`src/core/ohb_pkg.sv`:
```
// Shared constants for the overhead single-bit handler and its controller.
// Assumes both ends and the linking interface are compiled after this file.
package ohb_pkg;

	// ------------------------------------------------------------------
	// Overhead bit vector layout
	// ------------------------------------------------------------------
	localparam int NBITS = 12; // Overhead bits carried per superframe.
	localparam int POS_M41 = 0; // Activation-ready bit.
	localparam int POS_M42 = 1; // Deactivation notice bit.
	localparam int POS_M47 = 6; // Partial activation bit.
	localparam int M4_LSB = 0; // First bit of the M4 group (M41..M48).
	localparam int M4_W = 8; // Width of the M4 group.
	localparam int ADD_LSB = 8; // First additional bit (M51, M52, M61).
	localparam int ADD_W = 3; // Width of the additional group.
	localparam int POS_M62 = 11; // Far-end block error bit.
	localparam logic [11:0] RST_TX_BITS = 12'hfff; // Unwritten bits send one.

	// ------------------------------------------------------------------
	// Local command message encoding
	// ------------------------------------------------------------------
	localparam logic [7:0] CMD_HDR = 8'h80; // Header, register-select zero.
	localparam logic [7:0] CMD_FILT_MASK = 8'hfc; // Clears the filter field.
	localparam logic [7:0] CMD_M4_BASE = 8'h8c; // M4 group filter codes.
	localparam logic [7:0] CMD_ADD_BASE = 8'h88; // Additional bit filter codes.
	localparam logic [7:0] CMD_PART_EXT = 8'h90; // Partial bit from messages.
	localparam logic [7:0] CMD_PART_INT = 8'h91; // Partial bit from state machine.
	localparam logic [7:0] CMD_FORCE_FAR_END_BLOCK_ERROR_BIT = 8'h92; // Force block error bit low.
	localparam int FILT_TLL_BIT = 1; // Triple-look enable within a filter code.
	localparam int FILT_CRC_BIT = 0; // CRC qualification within a filter code.
	localparam logic [1:0] FILT_DEF_NORM = 2'h2; // Triple look, non-repeater.
	localparam logic [1:0] FILT_DEF_RPT = 2'h1; // CRC qualified, repeater.

	// ------------------------------------------------------------------
	// Counters and controller register map
	// ------------------------------------------------------------------
	localparam int FAR_END_BLOCK_ERROR_BIT_CNT_W = 16; // Far-end block error counter width.
	localparam int ADDR_W = 4; // Software port address width.
	localparam logic [3:0] REG_TX = 4'h0; // Write: send overhead message.
	localparam logic [3:0] REG_CMD = 4'h4; // Write: send local command.
	localparam logic [3:0] REG_RX = 4'h8; // Read: last received bits.
	localparam logic [3:0] REG_STAT = 4'hc; // Read: new flag, cleared by read.

endpackage : ohb_pkg

```
`src/core/ohb_link_if.sv`:
```
// Message channel between the overhead handler and its controller.
// Assumes one common clock; every signal changes right after a rising edge.
`timescale 1ns/10ps
`default_nettype none
interface ohb_link_if;
	// Controller to device: overhead bits to transmit.
	logic ovh_wr_valid; // One-cycle pulse.
	logic [11:0] ovh_wr_bits; // Bit vector, M41 at bit 0.
	// Controller to device: local command message.
	logic cmd_valid; // One-cycle pulse.
	logic [7:0] cmd_hdr; // First byte.
	logic [7:0] cmd_code; // Second byte.
	// Device to controller: received overhead bits.
	logic ovh_rd_valid; // One-cycle pulse.
	logic [11:0] ovh_rd_bits; // Bit vector, M41 at bit 0.

	modport dev (
		input ovh_wr_valid, ovh_wr_bits, cmd_valid, cmd_hdr, cmd_code,
		output ovh_rd_valid, ovh_rd_bits
	);
	modport ctl (
		output ovh_wr_valid, ovh_wr_bits, cmd_valid, cmd_hdr, cmd_code,
		input ovh_rd_valid, ovh_rd_bits
	);
endinterface : ohb_link_if
`default_nettype wire

```
`src/core/ohb_filter.sv`:
```
// Receive filter for one group of overhead bits.
// Assumes sf_tick pulses once per superframe with rx_bits valid beside it.
`timescale 1ns/10ps
`default_nettype none
module ohb_filter #(
	parameter int W = 8
) (
	// Clock and reset.
	input wire logic clock,
	input wire logic rstn,
	// Superframe input.
	input wire logic sf_tick,
	input wire logic [W-1:0] rx_bits,
	input wire logic crc_clean,
	// Filter selection.
	input wire logic use_tll,
	input wire logic use_crc,
	input wire logic enable,
	// Filtered result.
	output logic report,
	output logic [W-1:0] value
);

	// ------------------------------------------------------------------
	// State
	// ------------------------------------------------------------------
	if (W < 1) begin : g_bad_width
		$error("ohb_filter needs at least one bit");
	end

	typedef struct packed {
		logic [W-1:0] h1; // Value of the previous superframe.
		logic [W-1:0] h2; // Value two superframes back.
		logic [W-1:0] value; // Last reported value.
		logic report; // Pulse: value just changed.
	} ohb_filt_type;

	ohb_filt_type st_ff;
	ohb_filt_type nxt_st;
	logic stable; // Same value in three superframes in a row.

	// ------------------------------------------------------------------
	// Next state
	// ------------------------------------------------------------------
	// A change is taken only when every selected qualifier agrees.
	always_comb begin
		nxt_st = st_ff;
		nxt_st.report = 1'b0;
		stable = (rx_bits == st_ff.h1) && (rx_bits == st_ff.h2);
		if (sf_tick) begin
			nxt_st.h1 = rx_bits;
			nxt_st.h2 = st_ff.h1;
			if (enable && (rx_bits != st_ff.value) &&
					(!use_tll || stable) &&
					(!use_crc || crc_clean)) begin
				nxt_st.value = rx_bits;
				nxt_st.report = 1'b1;
			end
		end
	end

	// History starts at all ones, the default of an idle line.
	always_ff @(posedge clock or negedge rstn) begin
		if (!rstn) begin
			st_ff <= '{h1: '1, h2: '1, value: '1, report: 1'b0};
		end else begin
			st_ff <= nxt_st;
		end
	end

	assign report = st_ff.report;
	assign value = st_ff.value;

endmodule : ohb_filter
`default_nettype wire

```
`src/core/ohb_device.sv`:
```
// Overhead single-bit handler, device end of the message channel.
// Assumes all user-side inputs come from logic on the same clock and that
// sf_tick pulses once per superframe with rx and CRC inputs valid beside it.
`timescale 1ns/10ps
`default_nettype none
module ohb_device (
	// Clock and reset.
	input wire logic clock,
	input wire logic rstn,
	// Controller channel.
	ohb_link_if.dev link,
	// Mode and state machine inputs.
	input wire logic repeater_mode,
	input wire logic test_entry,
	input wire logic act_bit,
	input wire logic deactivation_notice_bit,
	input wire logic partial_activation_bit,
	// Superframe receive side.
	input wire logic sf_tick,
	input wire logic crc_error,
	input wire logic rx_synced,
	input wire logic [11:0] rx_bits,
	// Transmit side and status.
	output logic [11:0] tx_bits,
	output logic [15:0] far_end_block_error_bit_count
);

	// ------------------------------------------------------------------
	// State
	// ------------------------------------------------------------------
	typedef struct packed {
		logic part_ext; // Partial bit taken from messages.
		logic force_far_end_block_error_bit; // Send block error low once.
		logic m4_set; // M4 filter chosen by command.
		logic [1:0] m4_filt; // Chosen M4 filter code field.
		logic add_set; // Additional filter chosen by command.
		logic [1:0] add_filt; // Chosen additional filter code field.
		logic [11:0] user; // Bits latched from overhead messages.
		logic [11:0] tx; // Bits on the line this superframe.
		logic [1:0] crc_hist; // Violations in last two superframes.
		logic rx_far_end_block_error_bit; // Last received block error bit.
		logic [15:0] far_end_block_error_bit_cnt; // Received block error count.
		logic msg_valid; // Pulse: received message to controller.
		logic [11:0] msg_bits; // Received message contents.
	} ohb_dev_type;

	ohb_dev_type st_ff;
	ohb_dev_type nxt_st;

	// Filter outputs and effective filter selection.
	logic m4_report;
	logic [ohb_pkg::M4_W-1:0] m4_value;
	logic add_report;
	logic [ohb_pkg::ADD_W-1:0] add_value;
	logic [1:0] m4_mode;
	logic [1:0] add_mode;
	logic crc_clean;

	// ------------------------------------------------------------------
	// Command decoding
	// ------------------------------------------------------------------
	// True when a code falls in the four-code filter block at base.
	function automatic logic is_filter(input logic [7:0] code,
			input logic [7:0] base);
		is_filter = (code & ohb_pkg::CMD_FILT_MASK) == base;
	endfunction : is_filter

	// A filter not yet chosen by command follows the mode default.
	// Repeater mode may change at run time, so the default is looked up
	// continuously rather than loaded at reset.
	function automatic logic [1:0] eff_filter(input logic set,
			input logic [1:0] filt, input logic rpt);
		if (set) begin
			eff_filter = filt;
		end else if (rpt) begin
			eff_filter = ohb_pkg::FILT_DEF_RPT;
		end else begin
			eff_filter = ohb_pkg::FILT_DEF_NORM;
		end
	endfunction : eff_filter

	assign m4_mode = eff_filter(st_ff.m4_set, st_ff.m4_filt, repeater_mode);
	assign add_mode = eff_filter(st_ff.add_set, st_ff.add_filt,
		repeater_mode);
	// The superframe being judged is not counted in its own qualification.
	assign crc_clean = (st_ff.crc_hist == 2'h0);

	// ------------------------------------------------------------------
	// Receive filters
	// ------------------------------------------------------------------
	// The two groups keep separate history and separate selection.
	ohb_filter #(.W(ohb_pkg::M4_W)) u_m4_filter (
		.clock(clock),
		.rstn(rstn),
		.sf_tick(sf_tick),
		.rx_bits(rx_bits[ohb_pkg::M4_LSB +: ohb_pkg::M4_W]),
		.crc_clean(crc_clean),
		.use_tll(m4_mode[ohb_pkg::FILT_TLL_BIT]),
		.use_crc(m4_mode[ohb_pkg::FILT_CRC_BIT]),
		.enable(rx_synced),
		.report(m4_report),
		.value(m4_value)
	);

	ohb_filter #(.W(ohb_pkg::ADD_W)) u_add_filter (
		.clock(clock),
		.rstn(rstn),
		.sf_tick(sf_tick),
		.rx_bits(rx_bits[ohb_pkg::ADD_LSB +: ohb_pkg::ADD_W]),
		.crc_clean(crc_clean),
		.use_tll(add_mode[ohb_pkg::FILT_TLL_BIT]),
		.use_crc(add_mode[ohb_pkg::FILT_CRC_BIT]),
		.enable(rx_synced),
		.report(add_report),
		.value(add_value)
	);

	// ------------------------------------------------------------------
	// Next state
	// ------------------------------------------------------------------
	// Commands, message latching, transmit assembly and receive reporting.
	always_comb begin
		nxt_st = st_ff;
		nxt_st.msg_valid = 1'b0;

		// A forced block error is used up by the next superframe in any mode.
		// Clearing it ahead of the decode lets a command in that cycle win.
		if (sf_tick) begin
			nxt_st.force_far_end_block_error_bit = 1'b0;
		end

		// Entering the test state restores every command setting.
		if (test_entry) begin
			nxt_st.part_ext = 1'b0;
			nxt_st.force_far_end_block_error_bit = 1'b0;
			nxt_st.m4_set = 1'b0;
			nxt_st.add_set = 1'b0;
		end else if (link.cmd_valid &&
				link.cmd_hdr == ohb_pkg::CMD_HDR) begin
			if (is_filter(link.cmd_code, ohb_pkg::CMD_M4_BASE)) begin
				nxt_st.m4_set = 1'b1;
				nxt_st.m4_filt = link.cmd_code[1:0];
			end else if (is_filter(link.cmd_code,
					ohb_pkg::CMD_ADD_BASE)) begin
				nxt_st.add_set = 1'b1;
				nxt_st.add_filt = link.cmd_code[1:0];
			end else if (link.cmd_code == ohb_pkg::CMD_PART_EXT) begin
				nxt_st.part_ext = 1'b1;
			end else if (link.cmd_code == ohb_pkg::CMD_PART_INT) begin
				nxt_st.part_ext = 1'b0;
			end else if (link.cmd_code == ohb_pkg::CMD_FORCE_FAR_END_BLOCK_ERROR_BIT) begin
				nxt_st.force_far_end_block_error_bit = 1'b1;
			end
		end

		// Written bits are held and repeated until overwritten.
		if (link.ovh_wr_valid) begin
			nxt_st.user = link.ovh_wr_bits;
		end

		// The transmit word is rebuilt at each superframe boundary.
		if (sf_tick) begin
			nxt_st.tx = st_ff.user;
			if (!repeater_mode) begin
				nxt_st.tx[ohb_pkg::POS_M41] = act_bit;
				nxt_st.tx[ohb_pkg::POS_M42] =
					deactivation_notice_bit;
				if (!st_ff.part_ext) begin
					nxt_st.tx[ohb_pkg::POS_M47] =
						partial_activation_bit;
				end
				// Errors seen, or a forced test, send the bit low.
				nxt_st.tx[ohb_pkg::POS_M62] =
					!crc_error && !st_ff.force_far_end_block_error_bit;
			end
			nxt_st.crc_hist = {st_ff.crc_hist[0], crc_error};
			nxt_st.rx_far_end_block_error_bit = rx_bits[ohb_pkg::POS_M62];
			// The counter wraps; software reads differences.
			if (!rx_bits[ohb_pkg::POS_M62]) begin
				nxt_st.far_end_block_error_bit_cnt = st_ff.far_end_block_error_bit_cnt + 16'h0001;
			end
		end

		// Either group changing sends the whole received picture.
		if ((m4_report || add_report) && rx_synced) begin
			nxt_st.msg_valid = 1'b1;
			nxt_st.msg_bits = {st_ff.rx_far_end_block_error_bit, add_value, m4_value};
		end
	end

	// ------------------------------------------------------------------
	// Registers
	// ------------------------------------------------------------------
	// Line bits and latched bits start as ones, as on an idle line.
	always_ff @(posedge clock or negedge rstn) begin
		if (!rstn) begin
			st_ff <= '{part_ext: 1'b0, force_far_end_block_error_bit: 1'b0, m4_set: 1'b0,
				m4_filt: 2'h0, add_set: 1'b0, add_filt: 2'h0,
				user: ohb_pkg::RST_TX_BITS, tx: ohb_pkg::RST_TX_BITS,
				crc_hist: 2'h0, rx_far_end_block_error_bit: 1'b1, far_end_block_error_bit_cnt: 16'h0000,
				msg_valid: 1'b0, msg_bits: ohb_pkg::RST_TX_BITS};
		end else begin
			st_ff <= nxt_st;
		end
	end

	// ------------------------------------------------------------------
	// Outputs
	// ------------------------------------------------------------------
	assign tx_bits = st_ff.tx;
	assign far_end_block_error_bit_count = st_ff.far_end_block_error_bit_cnt;
	assign link.ovh_rd_valid = st_ff.msg_valid;
	assign link.ovh_rd_bits = st_ff.msg_bits;

endmodule : ohb_device
`default_nettype wire

```
`src/flat_wrapper.sv`:
```
// flat-port wrapper written by rule: the top's interface ports become plain ports
module ohb_device_flat 
  (clock, rstn, repeater_mode, test_entry, act_bit, deactivation_notice_bit, partial_activation_bit, sf_tick, crc_error, rx_synced, rx_bits, tx_bits, far_end_block_error_bit_count, link_ovh_wr_valid, link_ovh_wr_bits, link_cmd_valid, link_cmd_hdr, link_cmd_code, link_ovh_rd_valid, link_ovh_rd_bits);
  ohb_link_if link_i ();
  input wire logic clock;
  input wire logic rstn;
  input wire logic repeater_mode;
  input wire logic test_entry;
  input wire logic act_bit;
  input wire logic deactivation_notice_bit;
  input wire logic partial_activation_bit;
  input wire logic sf_tick;
  input wire logic crc_error;
  input wire logic rx_synced;
  input wire logic [11:0] rx_bits;
  output logic [11:0] tx_bits;
  output logic [15:0] far_end_block_error_bit_count;
  input wire logic [$bits(link_i.ovh_wr_valid)-1:0] link_ovh_wr_valid;
  input wire logic [$bits(link_i.ovh_wr_bits)-1:0] link_ovh_wr_bits;
  input wire logic [$bits(link_i.cmd_valid)-1:0] link_cmd_valid;
  input wire logic [$bits(link_i.cmd_hdr)-1:0] link_cmd_hdr;
  input wire logic [$bits(link_i.cmd_code)-1:0] link_cmd_code;
  output wire logic [$bits(link_i.ovh_rd_valid)-1:0] link_ovh_rd_valid;
  output wire logic [$bits(link_i.ovh_rd_bits)-1:0] link_ovh_rd_bits;
  assign link_i.ovh_wr_valid = link_ovh_wr_valid;
  assign link_i.ovh_wr_bits = link_ovh_wr_bits;
  assign link_i.cmd_valid = link_cmd_valid;
  assign link_i.cmd_hdr = link_cmd_hdr;
  assign link_i.cmd_code = link_cmd_code;
  assign link_ovh_rd_valid = link_i.ovh_rd_valid;
  assign link_ovh_rd_bits = link_i.ovh_rd_bits;
  ohb_device u_core (.clock(clock), .rstn(rstn), .link(link_i), .repeater_mode(repeater_mode), .test_entry(test_entry), .act_bit(act_bit), .deactivation_notice_bit(deactivation_notice_bit), .partial_activation_bit(partial_activation_bit), .sf_tick(sf_tick), .crc_error(crc_error), .rx_synced(rx_synced), .rx_bits(rx_bits), .tx_bits(tx_bits), .far_end_block_error_bit_count(far_end_block_error_bit_count));
endmodule
```
`config.mk`:
```
export PLATFORM = sky130hd
export DESIGN_NAME = ohb_device_flat
export DESIGN_NICKNAME = d
export VERILOG_FILES = /design/src/core/ohb_pkg.sv /design/src/core/ohb_link_if.sv /design/src/core/ohb_filter.sv /design/src/core/ohb_device.sv /design/src/flat_wrapper.sv
export SDC_FILE = /design/constraint.sdc
export NUM_CORES = 1
export LEC_CHECK = 0
export BUFFER_PORTS_ARGS = -buffer_cell sky130_fd_sc_hd__buf_2
export CORE_MARGIN = 2
export CORE_UTILIZATION = 32
export DETAILED_ROUTE_END_ITERATION = 6
export PLACE_DENSITY_LB_ADDON = 0.3
export SYNTH_ARGS = -nofsm -noshare
export SYNTH_HDL_FRONTEND = slang
export SYNTH_SLANG_ARGS = --single-unit
```
`constraint.sdc`:
```
create_clock -name clock -period 2.27 [get_ports clock]
set_input_delay 0.5675 -clock clock [delete_from_list [all_inputs] [get_ports clock]]
set_output_delay 0.5675 -clock clock [all_outputs]
set_load 0.02 [all_outputs]
```
* Yosys cells after proc, flatten, opt, wreduce, memory -nomap -nowiden
Index checks and enable logic that the tools add are counted.
Word-level totals: output and inout port bits 41, register bits after elaboration 99
Cells by class: equal/unequal tests 14, mux-type cells 26, add/sub/neg operators 1, bitwise gates (word level) 3, reduce and logical (&&, ||, !) cells 35
Operator list (count):
- 8-bit equality test, second input constant | 4
- 16-bit by 1-bit adder with 16-bit output, second input constant | 1
- 8-bit equality test | 2
- 1-bit 2-to-1 mux | 14
- 13-bit 2-to-1 mux | 1
- 6-bit equality test, second input constant | 2
- 2-bit 2-to-1 mux | 6
- 3-bit 2-to-1 mux | 4
- 1-bit logical AND | 11
- 8-bit 2-to-1 mux | 1
- 8-bit inequality test | 1
- 2-bit AND reduction | 4
- 4-bit AND reduction | 2
- 3-bit equality test | 2
- 1-bit zero test | 6
- 3-bit AND reduction | 2
- 2-bit nonzero test | 3
- 1-bit logical OR | 5
- 2-bit inequality test, second input constant | 2
- 3-bit inequality test | 1
- 1-bit NOT | 3
- 3-bit nonzero test | 1
- 2-bit zero test | 1

* Depth between registers and ports, before layout
depth after elaboration 8, gate-level depth with buffers 6, mapped depth without buffers 5

* Hierarchy
A second synthesis with hierarchy kept.
Second synthesis, totals: cells, all modules 370, area total of the unflattened synthesis 4800.9 µm²
Modules (own cells, without submodules):
- ohb_device | seq. area each 1647.8 µm², instances 1, area an instance 3032.9 µm², cells each 236
- ohb_filter at u_core.u_m4_filter | seq. area each 655.6 µm², instances 1, area an instance 1267.5 µm², cells each 95
- ohb_filter at u_core.u_add_filter | seq. area each 261.5 µm², instances 1, area an instance 500.5 µm², cells each 39

* Worst setup path after synthesis
OpenSTA, ideal clock, no wires.
path kind in2reg, from input port link_cmd_hdr[1], to register u_core.st_ff[56] in the netlist's numbering, data required time 2.142 ns, slack 0.150 ns, stages 4, path buffers 0, library setup time 0.128 ns, data arrival time 1.992 ns, cell sequence or3_1 or4_4 nor3_2 mux2_1
On the way: longest elaborated chain between the ends 3
RTL lines:
- start, declared | RTL line flat_wrapper.sv:21 | input wire logic [$bits(link_i.cmd_hdr)-1:0] link_cmd_hdr;
- 8-bit equality test | RTL line ohb_device.sv:139 | link.cmd_hdr == ohb_pkg::CMD_HDR) begin
- 1-bit logical AND | RTL line ohb_device.sv:138 | end else if (link.cmd_valid &&
- 4-bit AND reduction (no source line)
- end signal, assigned | RTL line ohb_device.sv:197 | st_ff <= '{part_ext: 1'b0, force_far_end_block_error_bit: 1'b0, m4_set: 1'b0,
- end signal, assigned | RTL line ohb_device.sv:203 | st_ff <= nxt_st;
- end, declared | RTL line ohb_device.sv:47 | ohb_dev_type st_ff;
Every way passes these cells. A chain may end at the register's enable or synchronous reset.

* Worst setup path after layout
from input port link_cmd_hdr[1], to register u_core.st_ff[57] in the netlist's numbering
Same word-level chain as after synthesis.

==> results.py <==
metrics = {
    "logic_synthesis": {
        "syn_area_um2": 4600,
        "yosys_register_bits": 99,
        "synth_simple_gate_area_share_pct": 7.24,
        "syn_area_per_cell_um2": 13.1,
        "synth_xor_area_share_pct": 7.24,
        "synthDistinctLibCells": 38,
        "yosys.area.top_type": "dfstp_2",
        "synth_compound_area_share_pct": 2.75,
        "synth.mux.area_fraction_pct": 19.0,
        "synth.top_cell.area_share_pct": 40.0,
        "synth_top_family_by_area": "multiplexers",
        "synthAdderAreaFrac_pct": 0.272,
        "synthCells": 351,
        "postSynthNetCount": 404,
        "yosys_warnings": 0,
        "ys_seq_area_share_pct": 55.8,
        "synthTopCellsByArea": "dfstp_2 40%, mux2_2 17%, dfrtp_1 16%",
    },
    "sta": {
        "finalCritPeriodShare_pct": 86.1,
        "rsz0062_at_grt": "false",
        "tightestPinTransition_ns": 0.539,
        "finClkSkew_ns": 0.00467,
        "min_period_ns": 1.95,
        "slew_violations": 0,
        "max_freq_ghz": 0.512,
        "final_hold_viol_count": 0,
        "setup_viol": 0,
        "whs_ns": 0.208,
        "maxSlewHeadroom_pct": 64.1,
    },
    "cells_and_area": {
        "seqCellArea_um2": 2560,
        "final_net_count": 467,
        "fillers": 1336,
        "diodes": 0,
        "drive_above_1_share_pct": 61.6,
        "fin_util_pct": 38.1,
        "multi_input_area_um2": 1680,
        "layout_common_cells": "91 x buf_2, 70 x dfstp_2, 69 x mux2_2, 29 x dfrtp_1, 22 x xnor2_1",
        "mostFrequentLayoutCell": "buf_2",
        "synthToLayoutAreaGrowth_pct": 15.7,
    },
    "floorplan": {
        "dieArea_um2": 15300,
        "initial_core_util_pct": 33.0,
        "ioPinCount": 93,
        "row_count": 43,
        "core_area_um2": 13900,
        "die_w_um": 124,
        "dieHeight_um": 124,
    },
    "run_status": {
        "outcome": "complete, no violations",
    },
    "power_and_ir_drop": {
        "power.static_leakage_nw": 2.35,
        "vdd_drop_max_mv": 0.332,
        "p_comb_share_pct": 20.8,
        "p_seq_share_pct": 49.8,
        "intPower_w": 0.00360,
        "p_sw_share_pct": 28.2,
        "pwr-share-clk_pct": 29.5,
        "finalPower_w": 0.00501,
        "p_switching_w": 0.00141,
        "powerDensity_nw_per_um2": 943,
    },
    "global_route": {
        "grt_max_degree": 42,
        "grt_overflow": 0,
        "antenna_found_initial": 0,
        "grt_pass1_wl_um": 13800,
        "grt_pass1_vias": 2846,
        "grt_use_total_pct": 11.8,
    },
    "routing": {
        "ant_nets": 0,
        "vias": 2740,
        "via_per_inst": 4.57,
        "routed_wl_um": 8370,
        "drtPass1Iterations": 5,
        "routedWlPerCell_um": 14.0,
        "drtIter0Drc": 93,
        "drc": 0,
    },
    "clock_tree": {
        "ctsHtreeMaxLevel": 3,
        "clk_pin_slew_ns": 0.07,
        "post_cts_resized": 0,
        "clock_latency_ns": 0.34,
        "cts_root_buffer": "clkbuf_16",
        "numCtsBuffers": 9,
        "ctsHoldBuffers": 0,
        "post_cts_buffers": 0,
        "cts_tree": "yes",
        "cts_sinks": 99,
        "clock_path_buffers": 2,
    },
    "worst_setup_path": {
        "path_buf_inv": 1,
        "critPathRequiredTime_ns": 2.50,
        "slowest_delay_ns": 0.52,
        "critPathSlowestCell": "or4_4",
        "critPathMaxFanout": 5,
        "cp.arrival_ns": 2.18,
        "worstSetupPathType": "input pin to flip-flop",
        "end_kind": "flip-flop",
        "critPathLaunchType": "input pin",
        "crit_chain": "buf_2, or3_1, or4_4, nor3_2, mux2_1",
        "cp_top_family": "simple AND/OR/NAND/NOR gates",
    },
    "job": {
        "drv_cap": 0,
    },
    "placement": {
        "dpl.hpwl_um": 6110,
        "place_congestion": 0.749,
        "place.port_buffers": 92,
    },
    "hold_path": {
        "hp-class": "input pin to async pin",
    },
}
power by group through the flow:
stage | sequential [W] | combinational [W] | clock, W
after floorplan | 0.00247 | 0.000967 | 0
after global placement | 0.00251 | 0.00105 | 0
after detailed placement | 0.00253 | 0.00106 | 0
after CTS | 0.00250 | 0.00107 | 0.00154
after global routing | 0.00255 | 0.00116 | 0.00161
final | 0.00249 | 0.00104 | 0.00148
sequential cells by signal, summed over array words and instances (netlist names):
signal / flops
u_core.u_m4_filter.value: 8
u_core.st_ff: 23
u_core.u_m4_filter.st_ff: 16
u_core.far_end_block_error_bit_count: 16
u_core.u_add_filter.report: 1
u_core.link.ovh_rd_bits: 12
u_core.u_add_filter.st_ff: 6
u_core.tx_bits: 12
u_core.u_m4_filter.report: 1
u_core.link.ovh_rd_valid: 1
u_core.u_add_filter.value: 3
routing by layer:
metal | GRT usage, % | wire, µm | vias to the layer above
li1 | - | - | 1315
met1 | 14.8 | 3770 | 1344
met2 | 18.8 | 3940 | 67
met3 | 3.34 | 485 | 14
met4 | 5.75 | 166 | 0
met5 | 0 | 0 | -
cell type report:
cell class,count,area share (%)
Clock inverter,4,0.447
Timing Repair Buffer,100,10.1
Multi-Input combinational cell,198,31.5
Clock buffer,12,5.01
Sequential cell,99,48.3
Tap cell,180,4.24
Inverter,6,0.424
through the flow:
stage | instance area [µm²] | TNS (ns) | std cells | worst slack (ns)
2_1_floorplan | 4600 | 0 | 351 | 0.150
3_3_place_gp | 5020 | 0 | 583 | 0.0233
3_5_place_dp | 5020 | -0.0706 | 583 | -0.0391
4_1_cts | 5320 | 0 | 599 | 0.335
5_1_grt | 5320 | 0 | 599 | 0.259
6_report | 5320 | 0 | 599 | 0.316
worst reg2reg max path, cell delays in order, from the launching register on:
cell	delay, ns
dfstp_2	0.54
xor2_1	0.08
nor4_1	0.35
a21oi_1	0.13
o21ai_2	0.23
mux2_2	0.39
synthesized netlist by cell type:
master / number
a21o_1: 1
a21oi_1: 10
a222oi_1: 1
and3_1: 7
and4_1: 2
buf_1: 5
buf_2: 1
buf_4: 40
clkbuf_1: 2
dfrtp_1: 29
dfstp_2: 70
ha_1: 1
inv_1: 6
mux2_1: 4
mux2_2: 69
mux2i_1: 5
nand2_1: 8
nand3_1: 7
nand4_1: 6
nand4b_1: 1
nor2_1: 14
nor2b_1: 1
nor3_1: 4
nor3_2: 1
nor4_1: 3
nor4b_1: 1
o2111ai_1: 1
o211ai_1: 1
o21ai_0: 2
o21ai_2: 1
o22ai_1: 1
o31ai_1: 1
o32a_1: 1
or3_1: 4
or4_1: 1
or4_4: 1
xnor2_1: 22
xor2_1: 16
worst paths after layout:
check,start,end,slack (ns),depth (start not counted)
max in group asynchronous,rstn,u_core.link.ovh_rd_bits[6]$_DFFE_PN1P_,1.36,2
worst min-delay path,rstn,u_core.st_ff[62]$_DFF_PN0_,0.21,1
worst min register to register,u_core.far_end_block_error_bit_count[15]$_DFFE_PN0P_,u_core.far_end_block_error_bit_count[15]$_DFFE_PN0P_,0.46,1
min in group clock,test_entry,u_core.st_ff[62]$_DFF_PN0_,0.45,2
worst max-delay path,link_cmd_hdr[1],u_core.st_ff[57]$_DFFE_PN0P_,0.32,5
worst max register to register,u_core.u_m4_filter.value[2]$_DFFE_PN1P_,u_core.u_m4_filter.value[7]$_DFFE_PN1P_,0.48,5
cell families (layout without fill, tap and decap cells):
group / Yosys count / after routing
AO/OA/AOI/OAI: 20 / 20
AND/OR/NAND/NOR: 61 / 61
adder cells (fa/ha/maj): 1 / 1
buffers and inverters: 54 / 122
XOR/XNOR: 38 / 38
multiplexers: 78 / 78
flip-flops: 99 / 99
Note: power is estimated with default switching activity, not from simulation.
